## src/core/asu_regs.svh

```systemverilog
/*
  Register offsets, field positions, reset values and timing counts of the
  asynchronous serial unit.
  Assumes inclusion by bare name from the unit's module and the bench.
*/
// Behaviour
// Frame is start low, data LSB first, optional parity or flag, stop high.
// Idle line rests high; a drop to low marks a character start.
// Receiver syncs on start edge, samples at 16x, latches on eighth pulse.
// Transmitter and receiver are independent, each holding plus shift reg.
// Mode bits select length, address-flag format, parity and stop length.
// Send parity when enabled, flag bit in flag format, else neither.
// All bit timing comes from the internal baud rate generator only.
// Clearing transmit enable forces buffer empty and resets the shifter.
// Clearing receive enable keeps receive flags and holding register.
// Software clears both enables before changing mode or format.
// Software sets control, format, rate, waits a bit, then enables.
// Enabling takes the pin; transmitter marks, receiver waits for start.
// Empty flag at zero means new data; move holding into shifter.
// After the move set empty flag, start shifting, request empty irq.
// Pin sends one 0 start, 7 or 8 data bits, then 1 or 2 stops.
// Between frames the transmitter keeps driving 1.
// At stop bit, empty flag zero loads next frame right after stops.
// At stop bit with buffer empty set done flag, mark, request done irq.
// Receiver stays stopped while overrun, parity or framing flag is set.
// Receive pin level is readable by software for break detection.
// Receive-full irq is raised when the full flag goes from 0 to 1.
// Software reads data and clears full flag before next stop bit.
// Overrun drops the new character; framing or parity error keeps it.
// With two stop bits only the first is checked for framing.
// Received parity is checked against the parity-sense selection.
// Any receive error flag with receive irq enable requests error irq.
// Start bit high at mid-bit returns receiver to idle, no error.
// Parity covers the 7 or 8 data bits only.
`ifndef ASU_REGS_SVH
`define ASU_REGS_SVH
// ==========================================================================
// Offsets
`define ASU_MODE_OFS     3'h0
`define ASU_CTRL_OFS     3'h1
`define ASU_FLAG_OFS     3'h2
`define ASU_RATE_OFS     3'h3
`define ASU_TXD_OFS      3'h4
`define ASU_RXD_OFS      3'h5
`define ASU_LINE_OFS     3'h6
// ==========================================================================
// Control bits
`define ASU_TXIE_BIT     7
`define ASU_RXIE_BIT     6
`define ASU_TXEN_BIT     5
`define ASU_RXEN_BIT     4
`define ASU_IDW_BIT      3
`define ASU_TDIE_BIT     2
// ==========================================================================
// Flag bits
`define ASU_TXE_BIT      7
`define ASU_RXF_BIT      6
`define ASU_OVR_BIT      5
`define ASU_FRM_BIT      4
`define ASU_PAR_BIT      3
`define ASU_TXD_BIT      2
`define ASU_AFR_BIT      1
`define ASU_AFT_BIT      0
// ==========================================================================
// Reset values and timing
`define ASU_MODE_RST     8'h00
`define ASU_CTRL_RST     8'h00
`define ASU_RATE_RST     8'hFF
`define ASU_SUB_MID      4'h7
`define ASU_SUB_LAST     4'hF
`define ASU_LAST7        3'h6
`define ASU_LAST8        3'h7
`endif

```

## src/core/asu_pkg.sv

```systemverilog
/*
  Types of the asynchronous serial unit: frame mode carrier and states.
  Assumes the register header is on the include path.
*/
package asu_pkg;
  // ========================================================================
  // Mode carrier, laid out as the mode register bits 6..2
  typedef struct packed {
    logic charLen7;
    logic parityOn;
    logic parityOdd;
    logic stopTwo;
    logic addrFormat;
  } asu_mode_s;
  // ========================================================================
  // Line states shared by both directions
  typedef enum logic [2:0] {
    LN_IDLE  = 3'b000,
    LN_START = 3'b001,
    LN_DATA  = 3'b010,
    LN_PAR   = 3'b011,
    LN_STOP  = 3'b100
  } asu_line_e;
endpackage

```

## src/core/asu_serial_unit.sv

```systemverilog
/*
  Asynchronous serial transmitter and receiver with mode, control, flag,
  bit-rate and data registers behind a plain strobe port.
  Assumes a synchronous rx pin and a master that never overlaps strobes.
*/
`timescale 1ns/1ps
`include "asu_regs.svh"
module asu_serial_unit
  import asu_pkg::*;
#(
  parameter int DW = 8                 // Character width
) (
  input  wire logic          clk,      // 25 MHz clock
  input  wire logic          sys_rst,  // Async reset, active high
  input  wire logic [2:0]    regAddr,  // Register offset
  input  wire logic [DW-1:0] regWdata, // Write data
  input  wire logic          regWr,    // Write strobe
  input  wire logic          regRd,    // Read strobe
  output logic      [DW-1:0] regRdata, // Read data, cycle after strobe
  input  wire logic          rxIn,     // Receive pin
  output logic               txOut,    // Transmit pin level
  output logic               txOe_n,   // Low while driving transmit pin
  output logic               txEmptyIrq, // Transmit-empty request
  output logic               txDoneIrq,  // Transmit-done request
  output logic               rxFullIrq,  // Receive-full request
  output logic               rxErrIrq    // Receive-error request
);
  // ========================================================================
  // Registers
  logic [DW-1:0] modeReg, ctrlReg, rateReg, txHoldReg, rxHoldReg;
  logic          txEmpty, txDone, rxFull, ovrFlag, frmFlag, parFlag;
  logic          addrFlagRx, addrFlagTx;
  asu_mode_s     mode;
  logic          txEn, rxEn;
  logic          wrMode, wrCtrl, wrFlag, wrRate, wrTxd;

  assign mode   = asu_mode_s'(modeReg[6:2]);
  assign txEn   = ctrlReg[`ASU_TXEN_BIT];
  assign rxEn   = ctrlReg[`ASU_RXEN_BIT];
  assign wrMode = regWr && (regAddr == `ASU_MODE_OFS);
  assign wrCtrl = regWr && (regAddr == `ASU_CTRL_OFS);
  assign wrFlag = regWr && (regAddr == `ASU_FLAG_OFS);
  assign wrRate = regWr && (regAddr == `ASU_RATE_OFS);
  assign wrTxd  = regWr && (regAddr == `ASU_TXD_OFS);

  always_ff @(posedge clk or posedge sys_rst) begin
    if (sys_rst) begin
      modeReg   <= `ASU_MODE_RST;
      ctrlReg   <= `ASU_CTRL_RST;
      rateReg   <= `ASU_RATE_RST;
      txHoldReg <= '0;
    end else begin
      if (wrMode) begin
        modeReg <= regWdata;
      end
      if (wrCtrl) begin
        ctrlReg <= regWdata;
      end
      if (wrRate) begin
        rateReg <= regWdata;
      end
      if (wrTxd) begin
        txHoldReg <= regWdata;
      end
    end
  end

  // ========================================================================
  // Baud generator: one pulse per sixteenth of a bit
  logic [DW-1:0] baudCnt;
  logic          tick16;

  assign tick16 = (baudCnt == rateReg);
  always_ff @(posedge clk or posedge sys_rst) begin
    if (sys_rst) begin
      baudCnt <= '0;
    end else if (tick16 || wrRate) begin
      baudCnt <= '0;
    end else begin
      baudCnt <= baudCnt + 1'b1;
    end
  end

  // ========================================================================
  // Transmitter
  asu_line_e     txState;
  logic [3:0]    txSub;
  logic [2:0]    txBit;
  logic          txStop2, txPend, txParBit;
  logic [DW-1:0] txShift, txData;
  logic [2:0]    lastBit;
  logic          txBitEnd, txToStop, txLoadIdle, txLoadStop, txLoad;
  logic          txDoneSet, txLine;

  assign lastBit  = mode.charLen7 ? `ASU_LAST7 : `ASU_LAST8;
  assign txData   = mode.charLen7 ? {1'b0, txHoldReg[DW-2:0]} : txHoldReg;
  assign txBitEnd = tick16 && (txSub == `ASU_SUB_LAST);
  assign txToStop = txBitEnd && ((txState == LN_PAR) ||
                    (txState == LN_DATA && txBit == lastBit &&
                     !mode.addrFormat && !mode.parityOn));
  assign txLoadIdle = txEn && (txState == LN_IDLE) && !txEmpty;
  assign txLoadStop = txEn && txToStop && !txEmpty;
  assign txLoad     = txLoadIdle || txLoadStop;
  assign txDoneSet  = txEn && txToStop && txEmpty;

  always_ff @(posedge clk or posedge sys_rst) begin
    if (sys_rst) begin
      txState  <= LN_IDLE;
      txSub    <= '0;
      txBit    <= '0;
      txStop2  <= 1'b0;
      txPend   <= 1'b0;
      txParBit <= 1'b0;
      txShift  <= '0;
    end else if (!txEn) begin
      txState <= LN_IDLE;
      txShift <= '0;
      txPend  <= 1'b0;
      txSub   <= '0;
    end else begin
      if (tick16) begin
        txSub <= txSub + 1'b1;
      end
      case (txState)
        LN_IDLE: begin
          if (txLoadIdle) begin
            txState <= LN_START;
            txSub   <= '0;
          end
        end
        LN_START: begin
          if (txBitEnd) begin
            txState <= LN_DATA;
            txBit   <= '0;
          end
        end
        LN_DATA: begin
          if (txBitEnd) begin
            txShift <= txShift >> 1;
            txBit   <= txBit + 1'b1;
            if (txBit == lastBit) begin
              txStop2 <= 1'b0;
              txState <= (mode.addrFormat || mode.parityOn) ? LN_PAR
                                                            : LN_STOP;
            end
          end
        end
        LN_PAR: begin
          if (txBitEnd) begin
            txState <= LN_STOP;
            txStop2 <= 1'b0;
          end
        end
        LN_STOP: begin
          if (txBitEnd) begin
            if (mode.stopTwo && !txStop2) begin
              txStop2 <= 1'b1;
            end else begin
              txState <= txPend ? LN_START : LN_IDLE;
              txPend  <= 1'b0;
            end
          end
        end
        default: begin
          txState <= LN_IDLE;
        end
      endcase
      if (txLoad) begin
        txShift  <= txData;
        txPend   <= txLoadStop;
        // Flag format ignores parity enable; odd sense inverts even parity
        txParBit <= mode.addrFormat ? addrFlagTx
                                    : (^txData) ^ mode.parityOdd;
      end
    end
  end

  always_comb begin
    case (txState)
      LN_START: txLine = 1'b0;
      LN_DATA:  txLine = txShift[0];
      LN_PAR:   txLine = txParBit;
      default:  txLine = 1'b1;
    endcase
  end

  always_ff @(posedge clk or posedge sys_rst) begin
    if (sys_rst) begin
      txOut  <= 1'b1;
      txOe_n <= 1'b1;
    end else begin
      txOut  <= txLine;
      txOe_n <= !txEn;
    end
  end

  // ========================================================================
  // Receiver
  asu_line_e     rxState;
  logic [3:0]    rxSub;
  logic [2:0]    rxBit;
  logic [DW-1:0] rxShift, rxData;
  logic          rxPrev, rxParBit, rxSample, rxEnd, rxStore, rxParErr, rxBlock;

  assign rxBlock  = ovrFlag || frmFlag || parFlag;
  assign rxSample = tick16 && (rxSub == `ASU_SUB_MID);
  // Gated so a frame cut by a disable cannot touch the flags
  assign rxEnd    = rxEn && (rxState == LN_STOP) && rxSample;
  assign rxStore  = rxEnd && !rxFull;
  // Seven-bit characters land in the top bits after the last shift
  assign rxData   = mode.charLen7 ? {1'b0, rxShift[DW-1:1]} : rxShift;
  assign rxParErr = mode.parityOn && !mode.addrFormat &&
                    (((^rxData) ^ mode.parityOdd) != rxParBit);

  always_ff @(posedge clk or posedge sys_rst) begin
    if (sys_rst) begin
      rxPrev <= 1'b1;
    end else begin
      rxPrev <= rxIn;
    end
  end

  always_ff @(posedge clk or posedge sys_rst) begin
    if (sys_rst) begin
      rxState  <= LN_IDLE;
      rxSub    <= '0;
      rxBit    <= '0;
      rxShift  <= '0;
      rxParBit <= 1'b0;
    end else if (!rxEn) begin
      rxState <= LN_IDLE;
    end else begin
      if (tick16) begin
        rxSub <= rxSub + 1'b1;
      end
      case (rxState)
        LN_IDLE: begin
          // A held error flag keeps the receiver parked
          if (!rxBlock && rxPrev && !rxIn) begin
            rxState <= LN_START;
            rxSub   <= '0;
          end
        end
        LN_START: begin
          if (rxSample) begin
            rxState <= rxIn ? LN_IDLE : LN_DATA;
            rxBit   <= '0;
          end
        end
        LN_DATA: begin
          if (rxSample) begin
            rxShift <= {rxIn, rxShift[DW-1:1]};
            rxBit   <= rxBit + 1'b1;
            if (rxBit == lastBit) begin
              rxState <= (mode.addrFormat || mode.parityOn) ? LN_PAR
                                                            : LN_STOP;
            end
          end
        end
        LN_PAR: begin
          if (rxSample) begin
            rxParBit <= rxIn;
            rxState  <= LN_STOP;
          end
        end
        LN_STOP: begin
          // Only the first stop is looked at; a second one reads as idle
          if (rxSample) begin
            rxState <= LN_IDLE;
          end
        end
        default: begin
          rxState <= LN_IDLE;
        end
      endcase
    end
  end

  always_ff @(posedge clk or posedge sys_rst) begin
    if (sys_rst) begin
      rxHoldReg  <= '0;
      addrFlagRx <= 1'b0;
    end else if (rxStore) begin
      rxHoldReg  <= rxData;
      addrFlagRx <= mode.addrFormat && rxParBit;
    end
  end

  // ========================================================================
  // Flags: hardware set wins over a software clear in the same cycle
  always_ff @(posedge clk or posedge sys_rst) begin
    if (sys_rst) begin
      txEmpty    <= 1'b1;
      txDone     <= 1'b1;
      rxFull     <= 1'b0;
      ovrFlag    <= 1'b0;
      frmFlag    <= 1'b0;
      parFlag    <= 1'b0;
      addrFlagTx <= 1'b0;
    end else begin
      if (!txEn || txLoad) begin
        txEmpty <= 1'b1;
      end else if (wrFlag && !regWdata[`ASU_TXE_BIT]) begin
        txEmpty <= 1'b0;
      end
      if (txDoneSet) begin
        txDone <= 1'b1;
      end else if (txLoad || (wrFlag && !regWdata[`ASU_TXD_BIT])) begin
        txDone <= 1'b0;
      end
      if (rxStore) begin
        rxFull <= 1'b1;
      end else if (wrFlag && !regWdata[`ASU_RXF_BIT]) begin
        rxFull <= 1'b0;
      end
      if (rxEnd && rxFull) begin
        ovrFlag <= 1'b1;
      end else if (wrFlag && !regWdata[`ASU_OVR_BIT]) begin
        ovrFlag <= 1'b0;
      end
      if (rxEnd && !rxIn) begin
        frmFlag <= 1'b1;
      end else if (wrFlag && !regWdata[`ASU_FRM_BIT]) begin
        frmFlag <= 1'b0;
      end
      if (rxEnd && rxParErr) begin
        parFlag <= 1'b1;
      end else if (wrFlag && !regWdata[`ASU_PAR_BIT]) begin
        parFlag <= 1'b0;
      end
      if (wrFlag) begin
        addrFlagTx <= regWdata[`ASU_AFT_BIT];
      end
    end
  end

  assign txEmptyIrq = ctrlReg[`ASU_TXIE_BIT] && txEmpty;
  assign txDoneIrq  = ctrlReg[`ASU_TDIE_BIT] && txDone;
  assign rxFullIrq  = ctrlReg[`ASU_RXIE_BIT] && rxFull;
  assign rxErrIrq   = ctrlReg[`ASU_RXIE_BIT] && rxBlock;

  // ========================================================================
  // Read port
  always_ff @(posedge clk or posedge sys_rst) begin
    if (sys_rst) begin
      regRdata <= '0;
    end else if (regRd) begin
      case (regAddr)
        `ASU_MODE_OFS: regRdata <= modeReg;
        `ASU_CTRL_OFS: regRdata <= ctrlReg;
        `ASU_FLAG_OFS: regRdata <= {txEmpty, rxFull, ovrFlag, frmFlag,
                                    parFlag, txDone, addrFlagRx, addrFlagTx};
        `ASU_RATE_OFS: regRdata <= rateReg;
        `ASU_TXD_OFS:  regRdata <= txHoldReg;
        `ASU_RXD_OFS:  regRdata <= rxHoldReg;
        `ASU_LINE_OFS: regRdata <= {{(DW-1){1'b0}}, rxIn};
        default:       regRdata <= '0;
      endcase
    end else begin
      regRdata <= '0;
    end
  end
endmodule

```

## config.mk

```make
export PLATFORM = sky130hd
export DESIGN_NAME = asu_serial_unit
export DESIGN_NICKNAME = d
export VERILOG_FILES = /design/src/core/asu_pkg.sv /design/src/core/asu_serial_unit.sv
export VERILOG_INCLUDE_DIRS = /design/src /design/src/core
export SDC_FILE = /design/constraint.sdc
export NUM_CORES = 1
export LEC_CHECK = 0
export ABC_AREA = 1
export BUFFER_PORTS_ARGS = -buffer_cell sky130_fd_sc_hd__buf_2
export CAP_MARGIN = 20
export CORE_MARGIN = 1
export CORE_UTILIZATION = 40
export CTS_CLUSTER_SIZE = 28
export DETAILED_ROUTE_END_ITERATION = 10
export PLACE_DENSITY = 0.63
export SLEW_MARGIN = 20
export SYNTH_ARGS = -nofsm -noshare
export SYNTH_HDL_FRONTEND = slang
export SYNTH_SLANG_ARGS = --single-unit
```

## constraint.sdc

```tcl
create_clock -name clk -period 7.2 [get_ports clk]
set_clock_uncertainty 0.2 [all_clocks]
set_input_delay 0.36 -clock clk [delete_from_list [all_inputs] [get_ports clk]]
set_output_delay 0.36 -clock clk [all_outputs]
set_load 0.01 [all_outputs]
```

# Yosys cells after proc, flatten, opt, wreduce, memory -nomap -nowiden

Index checks and enable logic that the tools add are counted.

Bits in registers: 107
Input port bits: 16
Output and inout bits: 14
Logic and storage cells: 233

Add/sub/neg operators: 5
Eq/ne operators: 45
Multiplexer cells: 67
Bitwise logic cells: 2
Reductions and logical operators: 84

Operators with widths:

| cell                  | number |
|---|---|
| $mux W8               | 8 |
| $mux W3               | 19 |
| $pmux W8 S7           | 1 |
| $ne A3 B3 Y1 const B  | 13 |
| $logic_and A1 B1 Y1   | 38 |
| $pmux W3 S5           | 2 |
| $mux W4               | 7 |
| $mux W1               | 25 |
| $eq A3 B2 Y1 const B  | 6 |
| $reduce_bool A2 Y1    | 8 |
| $reduce_xor A8 Y1     | 2 |
| $eq A3 B3 Y1 const B  | 5 |
| $logic_not A1 Y1      | 14 |
| $ne A2 B2 Y1 const B  | 7 |
| $reduce_and A7 Y1     | 2 |
| $pmux W3 S2           | 2 |
| $eq A3 B1 Y1 const B  | 3 |
| $logic_not A3 Y1      | 3 |
| $ne A3 B1 Y1 const B  | 3 |
| $reduce_and A3 Y1     | 3 |
| $add A4 B1 Y4 const B | 2 |
| $add A8 B1 Y8 const B | 1 |
| $eq A8 B8 Y1          | 1 |
| $logic_or A1 B1 Y1    | 8 |
| other kinds (14)      | 20 |

# Logic depth before layout (Yosys ltp)

Word-level depth: 13
Gate-level depth with buffers: 13

# Least setup slack after synthesis

OpenSTA, ideal clock, no wires.

Path type: register to register
Start point: reg rateReg[0]
End point: reg rxShift[7]
Library setup time: 118 ps
Data arrival time: 1609 ps
Path slack: 5272 ps
Stages on the path, launching flop included: 13
Buffers on the path: 1
Clock period less this slack: 1928 ps
Path through: dfstp_2 -> inv_1 -> nand2_1 -> nand2_1 -> nor2_1 -> nand2_2 -> nor2_8 -> nand2_4 -> nor2_8 -> nand2_4 -> buf_6 -> nand2_1 -> o21ai_2

Cells in the longest elaborated chain, start to end: 3

Ends and longest elaborated chain:

| item                               | line                   | RTL |
|---|---|---|
| start: declaration                 | asu_serial_unit.sv:30  | `logic [DW-1:0] modeReg, ctrlReg, rateReg, txHoldReg, rxHoldReg;` |
| start signal: assignment           | asu_serial_unit.sv:50  | `` rateReg <= `ASU_RATE_RST; `` |
| start signal: assignment           | asu_serial_unit.sv:60  | `rateReg <= regWdata;` |
| $eq A8 B8 Y1                       | asu_serial_unit.sv:73  | `assign tick16 = (baudCnt == rateReg);` |
| $logic_and A1 B1 Y1                | asu_serial_unit.sv:206 | `` assign rxSample = tick16 && (rxSub == `ASU_SUB_MID); `` |
| $reduce_and A3 Y1 (no source line) | -                      |  |
| end signal: assignment             | asu_serial_unit.sv:252 | `rxShift <= {rxIn, rxShift[DW-1:1]};` |
| end: declaration                   | asu_serial_unit.sv:202 | `logic [DW-1:0] rxShift, rxData;` |

Every way passes these cells.
A chain may end at the register's enable or synchronous reset.

# Worst setup path after layout

Start point: reg modeReg[6]
End point: reg txShift[2]

Cells in the longest elaborated chain, start to end: 12
Elaborated cells on any way between the ends: 15

Ends and longest elaborated chain:

| item                                                          | line                   | RTL |
|---|---|---|
| start: declaration                                            | asu_serial_unit.sv:30  |  |
| start signal: assignment                                      | asu_serial_unit.sv:48  | `` modeReg <= `ASU_MODE_RST; `` |
| start signal: assignment                                      | asu_serial_unit.sv:54  | `modeReg <= regWdata;` |
| $mux W1 (no source line) *                                    | -                      |  |
| $eq A3 B3 Y1 *                                                | asu_serial_unit.sv:99  | `(txState == LN_DATA && txBit == lastBit &&` |
| $logic_and A1 B1 Y1 * (2 in a row)                            | asu_serial_unit.sv:99  |  |
| $logic_and A1 B1 Y1 *                                         | asu_serial_unit.sv:100 | `!mode.addrFormat && !mode.parityOn));` |
| $logic_or A1 B1 Y1 *                                          | asu_serial_unit.sv:98  | `assign txToStop = txBitEnd && ((txState == LN_PAR) \|\|` |
| $logic_and A1 B1 Y1 *                                         | asu_serial_unit.sv:98  |  |
| $logic_and A1 B1 Y1 * (2 in a row)                            | asu_serial_unit.sv:102 | `assign txLoadStop = txEn && txToStop && !txEmpty;` |
| $logic_or A1 B1 Y1 *                                          | asu_serial_unit.sv:103 | `assign txLoad = txLoadIdle \|\| txLoadStop;` |
| $ne A3 B1 Y1 (no source line) or $mux W8 (tied branches)      | -                      |  |
| $reduce_and A2 Y1 (no source line) or $mux W8 (tied branches) | -                      |  |
| end signal: assignment                                        | asu_serial_unit.sv:139 | `txShift <= txShift >> 1;` |
| end signal: assignment                                        | asu_serial_unit.sv:169 | `txShift <= txData;` |
| end: declaration                                              | asu_serial_unit.sv:90  | `logic [DW-1:0] txShift, txData;` |

Mark *: on every way between the ends. The rest lies on a longest branch, timed or not.

==> metrics.txt <==
I/O Pins 30; syn_nets 740; final hold vios 0; Flop pwr share between 40% and 50%; Pleak approximately 0.0032 uW; DR vias roughly 4700; MaxCap Viol Count 0; Worst-Margin Slew 763.2 ps; startpoint types flop; number of global-route vias before repair about 4600; slowest stage delay, CP approximately 690 ps; post-cts sizing count 0; worst skew pair latency around 350 ps; H-tree depth 3; clock share of power between 30% and 40%; Pwr Density 267.7 nW/um2; CP Class flop to flop; yosys warns 0; setup TNS 0 ps; cell area after synthesis around 5600 um2; first-pass GRT wire length between 20000 and 25000 um; most used cell, CP nand2_1; area grow syn2layout 11.52%; Vert. Die Dim roughly 120 um; P_int between 1000 and 1500 uW; GRT Util Overall about a fifth; Setup crit end kind flop; nets about 770; dpl ws between 4000 and 5000 ps; crit path cell chain inv_1 > nand2_1 > nand2_1 > a21oi_1 > nor2_1 > nand4_2 > nand2_1 > inv_2 > nand2_2 > nand2_1 > nand2_1; ANT nets after route 0; die footprint 14490 um2; drt drc 0; Hold Buf Count CTS 2; Core Region 13450 um2; Clock Sink Count ~110; Port Buffers 29; sequential cell area about 2700 um2; DRT Pass-1 Iters 5; sequential share of the synthesized area 48.06%; Sw Ratio around a third; ys flop type dfrtp_1; Clk Tree Root Cell clkbuf_16; antenna violations before repair 0; largest net degree at the start of global routing 82; share of power burned in combinational logic between 20% and 30%; Detail Placement HPWL around 10000 um; clk buf depth 2; Routed WL around 14000 um; FILL cells between 1000 and 1500; required time worst endpoint about 7200 ps; DR WL/cell 14.46 um; Gate Count Post-Synth around 700; max frequency about 390 MHz; Crit. Startpoint modeReg[6]; switching power of the nets between 500 and 600 uW; multi-input combinational cell area approximately 2500 um2; n_diodes 0; Post-CTS Setup Bufs 0; Num CTS Buffers 9; # setup viols final 0; Max Fanout on Critical Path 15; CP endpoint txShift[2]; asr flop ratio synth between 90% and 100%; Setup WS post-layout about 4600 ps; hold crit path type input pin to flop; global route overflow 0; clock slew at reported path FFs 70 ps; Synth cell types 42; Max VDD drop around 0.14 mV; Via-to-Cell Ratio a little over 5; CTS tree built; Synth Area per Inst slightly below 8 um2; reg2reg start modeReg[6]; chip width 120.4 um; DRT iter0 DRCs slightly below 300; RSZ-0062 raised after global routing false; R2R setup slack around 4600 ps; final worst path period need about 2600 ps; most common cell after layout, fill and taps aside nand2_1; R2R cell count 11; Initial Util 41.67%; CP max stage cell dfrtp_1; layout cells sized above 1 roughly an eighth; relative slew slack about half; WP data arrival 2600 ps; fin crit share a little over a third; top cell type's share of synthesized area 41.96%; largest cells by area after synthesis dfrtp_1, nand2_1, o21ai_0, dfstp_2, inv_1; outcome completed; most frequent cells in the layout nand2_1, dfrtp_1, inv_1; reg-to-reg endpoint txShift[2]; final-report max-slew violation count 0; FF+latch count, synth 107; Synth area leader dfrtp_1; number of synthesized flops with an enable pin 0; row cnt 42; routability cong. approximately 0.88
state kept, by name (all words and copies together), names as in the netlist, 4 cells and up:
| register | flops |
|---|---|
| baudCnt | 8 |
| ctrlReg | 8 |
| modeReg | 8 |
| rateReg | 8 |
| regRdata | 8 |
| rxHoldReg | 8 |
| rxShift | 8 |
| rxSub | 4 |
| txHoldReg | 8 |
| txShift | 8 |
| txSub | 4 |
cell type report:
type                    count  share of cell area (%)
clock inverters             5                   1.001
inverters                 101                   6.105
well taps                 176                   3.523
clock buffers              11                   3.883
repair buffers             32                   2.822
flip-flops and latches    107                   43.09
multi-input cells         502                   39.57
worst max-delay path: cells and delay by family, from the launching register on:
kind / cells / cell delay (ps)
and+or+nand+nor: 8 / 940
DFF: 1 / 690
buffers and inverters: 2 / 480
AOI/OAI and AO/OA: 1 / 140
logic make-up (layout without fill, tap and decap cells):
family          count (synthesis)  count (layout)  share of synthesized area, %
simple gates                  357             357                         28.06
compound gates                128             128                         13.08
buf+inv                       110             149                         7.812
flops                         107             107                         48.06
xor+xnor                       12              12                         1.875
fa+ha+maj                       5               5                         1.116
cells in the mapped netlist, types with 5 or more instances:
library cell / n
a21oi_1: 23
dfrtp_1: 94
dfstp_2: 13
ha_1: 5
inv_1: 90
inv_2: 8
nand2_1: 232
nand2_2: 7
nand3_1: 41
nor2_1: 41
nor3_1: 13
o21ai_0: 73
o21ai_2: 12
xnor2_1: 6
xor2_1: 6
stage by stage:
| stage | utilization, % | power (uW) | cells | hold slack (ps) | cell area, um2 |
|---|---|---|---|---|---|
| floorplan | - | 1061 | 719 | 164.5 | 5605 |
| global placement | 44.02 | 1158 | 916 | 160.0 | 5922 |
| detailed placement | 44.02 | 1173 | 916 | 174.1 | 5922 |
| CTS | 46.44 | 1686 | 934 | 61.64 | 6247 |
| global route | 46.47 | 1787 | 934 | 87.45 | 6251 |
| finish | 46.47 | 1673 | 934 | 77.22 | 6251 |
power groups by stage:
stage,clock [uW],combinational [uW],sequential [uW]
2_1_floorplan,0,303,758
3_3_place_gp,0,379,779
3_5_place_dp,0,392,781
4_1_cts,519,396,771
5_1_grt,543,459,785
6_report,505,396,773
worst min path at each step:
| stage | slack (ps) | end | cells past startpoint | from |
|---|---|---|---|---|
| finish | 80 | rxFull | 3 | regWdata[6] |
| global route | 90 | rxFull | 3 | regWdata[6] |
| CTS | 60 | rxFull | 3 | regWdata[6] |
| detailed placement | 170 | rxSub[3] | 2 | sys_rst |
| global placement | 160 | rxSub[3] | 2 | sys_rst |
| floorplan | 160 | rxPrev | 0 | rxIn |
routing by layer:
layer | vias to the layer above | share of wire, % | wire length [um] | track usage (%)
met5 | - | 0 | 0 | 0
met3 | 22 | 3.6 | 485 | 3.208
met2 | 104 | 45 | 6069 | 31.79
met4 | 0 | 2.4 | 323 | 8.565
li1 | 2363 | - | - | -
met1 | 2205 | 49 | 6629 | 28.52
No activity file was read; power rests on OpenSTA's default activity.
